`config.mk`:
```
export PLATFORM = sky130hd
export DESIGN_NAME = dual_timer_counter
export DESIGN_NICKNAME = d
export VERILOG_FILES = /design/src/shared/tec_pkg.sv /design/src/dual_timer_counter.sv
export SDC_FILE = /design/constraint.sdc
export NUM_CORES = 1
export LEC_CHECK = 0
export BUFFER_PORTS_ARGS = -buffer_cell sky130_fd_sc_hd__buf_2
export CORE_MARGIN = 2
export CORE_UTILIZATION = 59
export DETAILED_ROUTE_END_ITERATION = 7
export GPL_TIMING_DRIVEN = 0
export PLACE_DENSITY = 0.83
export SLEW_MARGIN = 20
export SYNTH_ARGS = -nofsm -noshare
export SYNTH_HDL_FRONTEND = slang
export SYNTH_SLANG_ARGS = --single-unit
```
`constraint.sdc`:
```
create_clock -name CLK -period 2.5 [get_ports CLK]
set_clock_uncertainty 0.2 [all_clocks]
set_input_delay 0.125 -clock CLK [delete_from_list [all_inputs] [get_ports CLK]]
set_output_delay 0.125 -clock CLK [all_outputs]
set_load 0.005 [all_outputs]
```
`src/shared/tec_pkg.sv`:
```
// constants for the dual 8-bit timer/event counter block
package tec_pkg;
    // ----------------------------------------
    // register addresses
    // ----------------------------------------
    localparam logic [7:0] CNT0_VAL_ADDR = 8'h0D;
    localparam logic [7:0] CNT0_CTL_ADDR = 8'h0E;
    localparam logic [7:0] CNT1_VAL_ADDR = 8'h10;
    localparam logic [7:0] CNT1_CTL_ADDR = 8'h11;
    localparam logic [7:0] IRQA_ADDR = 8'h0B;
    localparam logic [7:0] IRQB_ADDR = 8'h1E;

    // ----------------------------------------
    // field positions
    // ----------------------------------------
    localparam int MODE_HI = 7;
    localparam int MODE_LO = 6;
    localparam int RUN_BIT = 4;
    localparam int EDGE_BIT = 3;
    localparam int PSC_HI = 2;
    localparam int CNT0_FLAG_BIT = 6;
    localparam int CNT0_EN_BIT = 2;
    localparam int CNT1_FLAG_BIT = 5;
    localparam int CNT1_EN_BIT = 1;

    // ----------------------------------------
    // reset values and masks
    // ----------------------------------------
    localparam logic [7:0] CTL_RESET = 8'h08;
    localparam logic [7:0] CTL0_MASK = 8'hDF;
    localparam logic [7:0] CTL1_MASK = 8'hD8;
    localparam logic [7:0] IRQA_MASK = 8'h44;
    localparam logic [7:0] IRQB_MASK = 8'h22;
    localparam logic [7:0] CNT_MAX = 8'hFF;
    localparam logic [7:0] ZERO8 = 8'h00;
    localparam logic [6:0] DIV4_MASK = 7'h03;
    localparam logic [2:0] PSC_MIN = 3'h1;

    // ----------------------------------------
    // modes and pulse-width states
    // ----------------------------------------
    typedef enum logic [1:0] {
        MODE_OFF = 2'h0,
        MODE_EVENT = 2'h1,
        MODE_TIMER = 2'h2,
        MODE_PULSE = 2'h3
    } mode_e;

    typedef enum logic [2:0] {
        PW_IDLE = 3'h1,
        PW_ARMED = 3'h2,
        PW_MEAS = 3'h4
    } pw_e;
endpackage

```
`src/dual_timer_counter.sv`:
```
// two 8-bit count-up timer/event counters with preload and control
`timescale 1ns/1ns
`default_nettype none

// Function
// - counter 0 clocks from pin or prescaler
// - counter 1 internal clock is clock/4
// - write goes to preload, read returns count
// - mode bits 7:6 select event/timer/pulse
// - overflow reloads preload and sets flag
// - pulse mode: start on edge, stop, clear run
// - measurement kept until run set again
// - pulse mode edge-started; overflow reloads, flags
// - run bit 4 enables; software stops it
// - any overflow is a wake-up source
// - cleared enable blocks overflow interrupt
// - stopped counter loads written value directly
// - running counter takes new preload at overflow
// - reading a counter blocks its count clock
// - counter 0 prescaler: /2 to /128
// - event mode edge: 0 rising, 1 falling
// - pulse mode edge: 0 low pulse, 1 high
// - pulse measurement counts internal clock
module dual_timer_counter (
    input wire logic CLK,
    input wire logic RSTN,
    input wire logic [7:0] ADDR,
    input wire logic [7:0] WDATA,
    input wire logic WR,
    input wire logic RD,
    output logic [7:0] RDATA,
    input wire logic CNT0_INPUT_PIN,
    input wire logic CNT1_INPUT_PIN,
    output logic CNT0_IRQ,
    output logic CNT1_IRQ,
    output logic WAKEUP
);
    // ----------------------------------------
    // helpers
    // ----------------------------------------
    function automatic logic div_tick(input logic [6:0] psc, input logic [6:0] m);
        return (psc & m) == m;
    endfunction

    function automatic logic [6:0] psc_mask(input logic [2:0] sel);
        logic [2:0] n;
        n = (sel < tec_pkg::PSC_MIN) ? tec_pkg::PSC_MIN : sel;
        return 7'((8'h01 << n) - 8'h01);
    endfunction

    // ----------------------------------------
    // pin synchronisers
    // ----------------------------------------
    logic [1:0] pin_m_q;
    logic [1:0] pin_s_q;
    logic [1:0] pin_p_q;

    always_ff @(posedge CLK or negedge RSTN) begin
        if (!RSTN) begin
            pin_m_q <= 2'h0;
            pin_s_q <= 2'h0;
            pin_p_q <= 2'h0;
        end else begin
            pin_m_q <= {CNT1_INPUT_PIN, CNT0_INPUT_PIN};
            pin_s_q <= pin_m_q;
            pin_p_q <= pin_s_q;
        end
    end

    // ----------------------------------------
    // shared prescaler
    // ----------------------------------------
    // one free-running chain feeds both counters, so ticks of the two stay aligned
    logic [6:0] psc_q;
    logic [6:0] psc_d;
    logic [7:0] ctl0;
    logic [7:0] ctl1;
    logic tick0;
    logic tick1;

    assign psc_d = psc_q + 7'h01;
    assign tick0 = div_tick(psc_q, psc_mask(ctl0[tec_pkg::PSC_HI:0]));
    assign tick1 = div_tick(psc_q, tec_pkg::DIV4_MASK);

    always_ff @(posedge CLK or negedge RSTN) begin
        if (!RSTN) begin
            psc_q <= 7'h00;
        end else begin
            psc_q <= psc_d;
        end
    end

    // ----------------------------------------
    // register decode
    // ----------------------------------------
    logic [1:0] wr_val;
    logic [1:0] wr_ctl;
    logic [1:0] rd_val;
    logic wr_irqa;
    logic wr_irqb;

    assign wr_val = {WR & (ADDR == tec_pkg::CNT1_VAL_ADDR), WR & (ADDR == tec_pkg::CNT0_VAL_ADDR)};
    assign wr_ctl = {WR & (ADDR == tec_pkg::CNT1_CTL_ADDR), WR & (ADDR == tec_pkg::CNT0_CTL_ADDR)};
    assign rd_val = {RD & (ADDR == tec_pkg::CNT1_VAL_ADDR), RD & (ADDR == tec_pkg::CNT0_VAL_ADDR)};
    assign wr_irqa = WR & (ADDR == tec_pkg::IRQA_ADDR);
    assign wr_irqb = WR & (ADDR == tec_pkg::IRQB_ADDR);

    // ----------------------------------------
    // counters
    // ----------------------------------------
    logic [7:0] cnt_q [2];
    logic [7:0] pre_q [2];
    logic [7:0] ctl_q [2];
    tec_pkg::pw_e pw_q [2];
    logic [1:0] adv;
    logic [1:0] ovf;
    logic [1:0] pw_done;

    assign ctl0 = ctl_q[0];
    assign ctl1 = ctl_q[1];

    for (genvar i = 0; i < 2; i++) begin : g_cnt
        tec_pkg::mode_e mode;
        logic run;
        logic esel;
        logic rise;
        logic fall;
        logic ev_edge;
        logic start_e;
        logic stop_e;
        logic int_tick;
        logic pulse_on;
        logic [7:0] mask;
        tec_pkg::pw_e pw_d;

        assign mode = tec_pkg::mode_e'(ctl_q[i][tec_pkg::MODE_HI:tec_pkg::MODE_LO]);
        assign run = ctl_q[i][tec_pkg::RUN_BIT];
        assign esel = ctl_q[i][tec_pkg::EDGE_BIT];
        assign rise = pin_s_q[i] & ~pin_p_q[i];
        assign fall = ~pin_s_q[i] & pin_p_q[i];
        assign ev_edge = esel ? fall : rise;
        assign start_e = esel ? rise : fall;
        assign stop_e = esel ? fall : rise;
        assign int_tick = (i == 0) ? tick0 : tick1;
        assign pulse_on = run & (mode == tec_pkg::MODE_PULSE);
        assign mask = (i == 0) ? tec_pkg::CTL0_MASK : tec_pkg::CTL1_MASK;

        // mode 00 matches no term, so it never advances
        // a read of the count gates off its clock for that cycle
        assign adv[i] = run & ~rd_val[i] & (
            ((mode == tec_pkg::MODE_EVENT) & ev_edge) |
            ((mode == tec_pkg::MODE_TIMER) & int_tick) |
            ((mode == tec_pkg::MODE_PULSE) & (pw_q[i] == tec_pkg::PW_MEAS) & int_tick));
        assign ovf[i] = adv[i] & (cnt_q[i] == tec_pkg::CNT_MAX);
        assign pw_done[i] = pulse_on & (pw_q[i] == tec_pkg::PW_MEAS) & stop_e;

        // once done the run bit is gone, so recurring edges find the idle state
        always_comb begin
            pw_d = pw_q[i];
            unique case (pw_q[i])
                tec_pkg::PW_IDLE: begin
                    if (pulse_on) begin
                        pw_d = tec_pkg::PW_ARMED;
                    end
                end
                tec_pkg::PW_ARMED: begin
                    if (!pulse_on) begin
                        pw_d = tec_pkg::PW_IDLE;
                    end else if (start_e) begin
                        pw_d = tec_pkg::PW_MEAS;
                    end
                end
                tec_pkg::PW_MEAS: begin
                    if (!pulse_on || stop_e) begin
                        pw_d = tec_pkg::PW_IDLE;
                    end
                end
                default: begin
                    pw_d = tec_pkg::PW_IDLE;
                end
            endcase
        end

        always_ff @(posedge CLK or negedge RSTN) begin
            if (!RSTN) begin
                pw_q[i] <= tec_pkg::PW_IDLE;
            end else begin
                pw_q[i] <= pw_d;
            end
        end

        always_ff @(posedge CLK or negedge RSTN) begin
            if (!RSTN) begin
                cnt_q[i] <= tec_pkg::ZERO8;
            end else if (wr_val[i] && !run) begin
                cnt_q[i] <= WDATA;
            end else if (ovf[i]) begin
                cnt_q[i] <= pre_q[i];
            end else if (adv[i]) begin
                cnt_q[i] <= cnt_q[i] + 8'h01;
            end
        end

        always_ff @(posedge CLK or negedge RSTN) begin
            if (!RSTN) begin
                pre_q[i] <= tec_pkg::ZERO8;
            end else if (wr_val[i]) begin
                pre_q[i] <= WDATA;
            end
        end

        // software write wins over the hardware run clear in the same cycle
        always_ff @(posedge CLK or negedge RSTN) begin
            if (!RSTN) begin
                ctl_q[i] <= tec_pkg::CTL_RESET;
            end else if (wr_ctl[i]) begin
                ctl_q[i] <= WDATA & mask;
            end else if (pw_done[i]) begin
                ctl_q[i][tec_pkg::RUN_BIT] <= 1'b0;
            end
        end
    end

    // ----------------------------------------
    // request flags and enables
    // ----------------------------------------
    logic [7:0] irqa_q;
    logic [7:0] irqb_q;
    logic [7:0] irqa_d;
    logic [7:0] irqb_d;

    // overflow in the clearing cycle still sets the flag
    always_comb begin
        irqa_d = wr_irqa ? (WDATA & tec_pkg::IRQA_MASK) : irqa_q;
        irqb_d = wr_irqb ? (WDATA & tec_pkg::IRQB_MASK) : irqb_q;
        if (ovf[0]) begin
            irqa_d[tec_pkg::CNT0_FLAG_BIT] = 1'b1;
        end
        if (ovf[1]) begin
            irqb_d[tec_pkg::CNT1_FLAG_BIT] = 1'b1;
        end
    end

    always_ff @(posedge CLK or negedge RSTN) begin
        if (!RSTN) begin
            irqa_q <= tec_pkg::ZERO8;
            irqb_q <= tec_pkg::ZERO8;
            CNT0_IRQ <= 1'b0;
            CNT1_IRQ <= 1'b0;
            WAKEUP <= 1'b0;
        end else begin
            irqa_q <= irqa_d;
            irqb_q <= irqb_d;
            CNT0_IRQ <= irqa_d[tec_pkg::CNT0_FLAG_BIT] & irqa_d[tec_pkg::CNT0_EN_BIT];
            CNT1_IRQ <= irqb_d[tec_pkg::CNT1_FLAG_BIT] & irqb_d[tec_pkg::CNT1_EN_BIT];
            WAKEUP <= |ovf;
        end
    end

    // ----------------------------------------
    // read data
    // ----------------------------------------
    logic [7:0] rd_mux;

    assign rd_mux =
        (ADDR == tec_pkg::CNT0_VAL_ADDR) ? cnt_q[0] :
        (ADDR == tec_pkg::CNT0_CTL_ADDR) ? ctl_q[0] :
        (ADDR == tec_pkg::CNT1_VAL_ADDR) ? cnt_q[1] :
        (ADDR == tec_pkg::CNT1_CTL_ADDR) ? ctl_q[1] :
        (ADDR == tec_pkg::IRQA_ADDR) ? irqa_q :
        (ADDR == tec_pkg::IRQB_ADDR) ? irqb_q : tec_pkg::ZERO8;

    // data stand only in the cycle after the strobe
    always_ff @(posedge CLK or negedge RSTN) begin
        if (!RSTN) begin
            RDATA <= tec_pkg::ZERO8;
        end else begin
            RDATA <= RD ? rd_mux : tec_pkg::ZERO8;
        end
    end
endmodule
`default_nettype wire
```
Yosys cells after proc, flatten, opt, wreduce, memory -nomap -nowiden
Index checks and enable logic that the tools add are counted.
Widths: inputs -> output; s select.
{"block": "word_totals", "regBits": 77, "word_cells": 150}
{"block": "classes", "addsub": 4, "magnitude_cmp": 1, "eq_ne": 28, "n_shift": 1, "mux": 36, "n_bitwise": 45, "n_reduce_logical": 15}
{"cell": "$mux 8", "n": 11}
{"cell": "$and 1x1->1", "n": 34}
{"cell": "$mux 3", "n": 9}
{"cell": "$eq 8x4->1 const B", "n": 3}
{"cell": "$eq 8x5->1 const B", "n": 3}
{"cell": "$pmux 3 s3", "n": 2}
{"cell": "$add 8x1->8 const B", "n": 2}
{"cell": "$eq 8x8->1 const B", "n": 2}
{"cell": "$mux 7", "n": 2}
{"cell": "$mux 6", "n": 2}
{"cell": "$eq 2x2->1 const B", "n": 5}
{"cell": "$mux 1", "n": 10}
{"cell": "$add 7x1->7 const B", "n": 1}
{"cell": "$and 7x7->7", "n": 1}
{"cell": "$eq 7x7->1", "n": 1}
{"cell": "$shl 1x3->7 const A", "n": 1}
{"cell": "$sub 7x1->7 const B", "n": 1}
{"cell": "$eq 3x1->1 const B", "n": 2}
{"cell": "$eq 3x2->1 const B", "n": 2}
{"cell": "$eq 3x3->1 const B", "n": 2}
{"cell": "$ne 3x3->1 const B", "n": 2}
{"cell": "$not 1->1", "n": 6}
{"cell": "$reduce_and 3->1", "n": 2}
{"cell": "$reduce_bool 3->1", "n": 2}
{"cell": "10 further kinds", "n": 22}

Longest topological paths before layout
{"block": "logic_depth", "ltp_word": 13, "mapped_depth": 8}

Worst setup path after synthesis
Ideal clock, no wire load.
{"block": "synth_path", "kind": "register to register", "start": "reg pw_q[1] (netlist name)", "end": "reg cnt_q[1] (netlist name)", "setup_ns": 0.126, "arrival_time_ns": 1.718, "slack_ns": 0.456, "path_stages_with_launch": 6, "path_buffers": 0, "period_less_slack_ns": 2.044, "cell_sequence": "dfrtp_1 -> or3b_1 -> a21o_1 -> a221o_1 -> o21a_4 -> a221o_1"}
{"block": "synth_via", "elab_chain_len": 8, "elab_cells_between_ends": 9, "classes_between": "eq/ne: 1; mux: 2; bitwise: 5; reduce/logical: 1"}
{"element": "start, declared", "line_no": "dual_timer_counter.sv:114", "text": "tec_pkg::pw_e pw_q [2];"}
{"element": "start signal, assigned by index", "line_no": "dual_timer_counter.sv:186", "text": "pw_q[i] <= tec_pkg::PW_IDLE;"}
{"element": "start signal, assigned by index", "line_no": "dual_timer_counter.sv:188", "text": "pw_q[i] <= pw_d;"}
{"element": "$eq 3x3->1 *", "line_no": "dual_timer_counter.sv:153", "text": "((mode == tec_pkg::MODE_PULSE) & (pw_q[i] == tec_pkg::PW_MEAS) & int_tick));"}
{"element": "$and 1x1->1 * (2 in a row)", "line_no": "dual_timer_counter.sv:153"}
{"element": "$or 1x1->1 *", "line_no": "dual_timer_counter.sv:152", "text": "((mode == tec_pkg::MODE_TIMER) & int_tick) |"}
{"element": "$and 1x1->1 *", "line_no": "dual_timer_counter.sv:150", "text": "assign adv[i] = run & ~rd_val[i] & ("}
{"element": "$and 1x1->1", "line_no": "dual_timer_counter.sv:154", "text": "assign ovf[i] = adv[i] & (cnt_q[i] == tec_pkg::CNT_MAX);"}
{"element": "$mux 8", "line_no": "dual_timer_counter.sv:197", "text": "end else if (ovf[i]) begin"}
{"element": "$mux 8", "line_no": "dual_timer_counter.sv:195", "text": "end else if (wr_val[i] && !run) begin"}
{"element": "end signal, assigned by index", "line_no": "dual_timer_counter.sv:194", "text": "cnt_q[i] <= tec_pkg::ZERO8;"}
{"element": "end signal, assigned by index", "line_no": "dual_timer_counter.sv:198", "text": "cnt_q[i] <= pre_q[i];"}
{"element": "end signal, assigned by index", "line_no": "dual_timer_counter.sv:200", "text": "cnt_q[i] <= cnt_q[i] + 8'h01;"}
{"element": "end, declared", "line_no": "dual_timer_counter.sv:111", "text": "logic [7:0] cnt_q [2];"}
Mark *: on every way between the ends. The rest lies on a longest branch, timed or not.
A chain may end at the register's enable or synchronous reset.

Worst setup path in the final report
{"block": "layout_path", "start": "reg pw_q[4] (netlist name)", "end": "reg cnt_q[14] (netlist name)"}
Same word-level chain as after synthesis.

==> results by group <==
Critical path
  – R2R Path End: cnt_q[14]$_DFFE_PN0P_
  – CP cell instances: nor3b_1 -> nor2_1 -> o31ai_1 -> nand4_1 -> buf_6 -> o31ai_1 -> a21o_1
  – Crit. Startpoint: pw_q[4]$_DFFE_PN0P_
  – Worst EP arrival: 2320 ps
  – Worst Path Buf+Inv: 1
  – Worst Setup EP: cnt_q[14]$_DFFE_PN0P_
  – Setup slack, reg-to-reg: 260 ps
  – Largest delay contributor family on the critical path: compound AO/OA/AOI/OAI gates
  – Worst setup SP type: register
  – Cell mode on critical path: o31ai_1
  – Nature of the critical path endpoint: register
  – Levels on crit path: 7
  – Worst-path fanout max: 10
  – Slowest CP cell: dfrtp_1
  – Reg-to-Reg Start: pw_q[4]$_DFFE_PN0P_
  – CP Class: register to register
  – Reg2reg path depth: 7
  – Critical path required time: 2580 ps
  – Largest stage delay, worst path: 430 ps

Pwr
  – Psw: 0.678 mW
  – Pleak: 2.00 nW
  – Sequential share of power: 51.7%
  – Clock Power Share: 35.7%
  – Switching Share: 25.7%
  – Power per cell area: 591 nW/um^2
  – Gate power share: 12.6%
  – Maximum vdd drop: 0.410 mV
  – Cell-internal power: 1.96 mW

Final layout
  – NumNets Final: 430
  – Layout cells sized above 1: 23.4%
  – Multi-input logic area: 1840 um^2
  – Area Growth Syn to Fin: 15.5%
  – Storage element area: 1930 um^2
  – Fill count: 449
  – Post-layout util: 70.2%

STA
  – # setup viols final: 0
  – RSZ-0062 raised after global routing: false
  – Fin crit share: 89.6%
  – Worst slew pin tran: 738 ps
  – Worst slew margin: 50.6%
  – Max-slew violations: 0
  – Min Tclk post-route: 2240 ps
  – Setup TNS: 0 ps
  – Final hold viol count: 0
  – Fmax: 0.446 GHz
  – Setup ws final: 259 ps

Synthesis
  – Syn avg cell area: 11.0 um^2
  – Area share of the largest cell type after synthesis: 47.3%
  – Mapped Cells: 350
  – Ys flop type: dfrtp_1
  – Sequential-to-total area share from yosys stat: 50.0%
  – Synth area leaders: dfrtp_1 (47%), mux2_2 (7.6%), a221o_1 (3.9%)
  – Post-Syn Area: 3860 um^2
  – Yosys warnings: 0
  – Post-synth EDFFs: 0
  – FFs w/ async S/R, synth: 100%
  – Number of register bits inferred by synthesis: 77
  – Top cells by count, synth: dfrtp_1 (73), mux2_2 (26), nand2_1 (26)
  – Post-synthesis cell type with the largest combined area: dfrtp_1
  – Library cells used by synthesis: 59
  – Most common cell in the netlist: dfrtp_1
  – Post-synth net total: 375

Route
  – DRC: 0
  – Routed Wire Length: 8.90 mm
  – Final ANT Viol Nets: 0
  – Avg WL per Cell: 18.2 um
  – DR pass1 iterations: 4
  – Drt initial violations: 257
  – Vias per cell: 6.37
  – Detailed-route via count: 3108

Place
  – Post-DP HPWL: 6.17 mm
  – Placer Congestion: 0.952
  – Port-buffer cells: 31
  – Place WS: 246 ps

Global route
  – Met3 Usage GRT: 5.64%
  – GR peak layer: met2
  – GR Util met2: 38.5%
  – GRT overflow: 0
  – GRT Total Usage: 26.3%
  – Initial antenna violation count: 1
  – Vias in the first global route: 2994
  – First-pass GRT wire length: 14.8 mm
  – Largest net degree at the start of global routing: 44
  – Met1 Use GR: 37.7%

Run status
  – Status: completed

Clock tree
  – Clk root buf: clkbuf_8
  – Clock latency on the worst-skew pair: 340 ps
  – CTS tree: done
  – Clock Path Buffers: 2
  – H-tree depth: 3
  – Clock transition at path regs: 70 ps
  – CTS buffer count: 9
  – Clk sink count: 77

Floorplan
  – Die W: 84.9 um
  – I/O pins: 33
  – # rows: 29
  – Initial Util: 60.8%
  – Die Span Y: 84.9 um
  – Core ar.: 6350 um^2
  – Die Area: 7210 um^2

Worst hold path
  – Hold crit path type: input pin to register

Flow run
  – Max cap viols: 0
-- placed cells by master (no fill, tap or decap), types with 5 or more instances in the layout --
cell,netlist,layout
clkbuf_1,6,10
xnor2_1,5,5
mux2_2,26,26
dlygate4sd3_1,0,12
nand2b_1,5,5
nor2b_1,6,6
inv_1,7,7
dfrtp_1,73,73
a221o_1,15,15
a222oi_1,6,6
a21boi_0,7,7
a21oi_1,11,11
o21ai_0,13,13
nand3_1,22,21
nor2_1,21,21
clkbuf_8,0,11
buf_2,3,33
nand2_1,26,26
and3_1,7,7
mux2i_1,6,6
xor2_1,6,6
-- what timing repair did --
item | 4_1_cts | 5_1_grt
hold endpoints to repair | 120 | 0
setup buffers | 0 | 0
hold buffers | 12 | 0
resized for setup | 0 | 1
setup endpoints to repair | 0 | 3
-- state kept, by name (all words and copies together), names as in the netlist, 4 cells and up --
| signal | cells |
|---|---|
| cnt_q | 16 |
| pre_q | 16 |
| RDATA | 8 |
| ctl0 | 7 |
| psc_q | 7 |
| pw_q | 6 |
| ctl1 | 4 |
-- layout make-up --
| type | count | area share (%) |
|---|---|---|
| well taps | 77 | 2.16 |
| inverters | 7 | 0.589 |
| multi-input cells | 254 | 41.3 |
| repair buffers | 44 | 6.68 |
| flip-flops and latches | 77 | 43.3 |
| clock inverters | 1 | 0.673 |
| plain buffers | 12 | 1.51 |
| clock buffers | 15 | 3.73 |
| diodes | 1 | 0.0561 |
-- kinds of logic (layout without fill, tap and decap cells) --
family | count (synthesis) | after routing | share of synthesized area, %
AOI/OAI and AO/OA | 88 | 88 | 17.6
xor gates and xnor gates | 11 | 11 | 2.49
adders and majority gates | 3 | 3 | 0.972
buffers and inverters | 19 | 79 | 2.43
DFF | 77 | 77 | 50.0
muxes | 32 | 32 | 9.14
other | 0 | 1 | 0
and+or+nand+nor | 120 | 120 | 17.3
-- layer usage --
| layer | up-vias | part of all wire (%) | wire length [um] |
|---|---|---|---|
| met2 | 133 | 46 | 4100 |
| met5 | - | 0 | 0 |
| met4 | 0 | 3.3 | 297 |
| met1 | 1525 | 44 | 3900 |
| li1 | 1423 | - | - |
| met3 | 27 | 6.7 | 599 |
-- stage by stage --
step | instance area (um^2) | std cells | hold slack, ps | total power [mW]
after global placement | 4110 | 458 | 33.8 | 1.67
after global routing | 4460 | 487 | 51.3 | 2.75
after CTS | 4450 | 487 | 13.0 | 2.65
final | 4460 | 488 | 47.5 | 2.64
after floorplan | 3860 | 350 | -371 | 1.57
after detailed placement | 4140 | 459 | -93.2 | 1.69
-- power by group through the flow --
stage	Sequential (mW)	Combinational, mW	Clock [mW]
after CTS	1.36	0.325	0.961
final	1.36	0.332	0.940
after floorplan	1.36	0.203	0
after detailed placement	1.38	0.307	0
after global placement	1.38	0.293	0
after global routing	1.37	0.370	1.01
-- worst register-to-register path: stages, from the launching register on --
cell and delay (ps):
dfrtp_1 430, nor3b_1 310, nor2_1 80, o31ai_1 220, nand4_1 270, buf_6 240
o31ai_1 330, a21o_1 130
-- worst min path at each step --
stage / from / endpoint / slack (ps) / cells past startpoint
6_report: RD / RDATA[6]$_DFF_PN0_ / 50 / 2
5_1_grt: RD / RDATA[4]$_DFF_PN0_ / 50 / 2
4_1_cts: RD / RDATA[6]$_DFF_PN0_ / 10 / 2
3_5_place_dp: RSTN / pw_q[5]$_DFFE_PN0P_ / -90 / 1
3_3_place_gp: CNT0_INPUT_PIN / pin_m_q[0]$_DFF_PN0_ / 30 / 1
2_1_floorplan: RSTN / CNT0_IRQ$_DFF_PN0_ / -370 / 0
No activity file was read; power rests on OpenSTA's default activity.
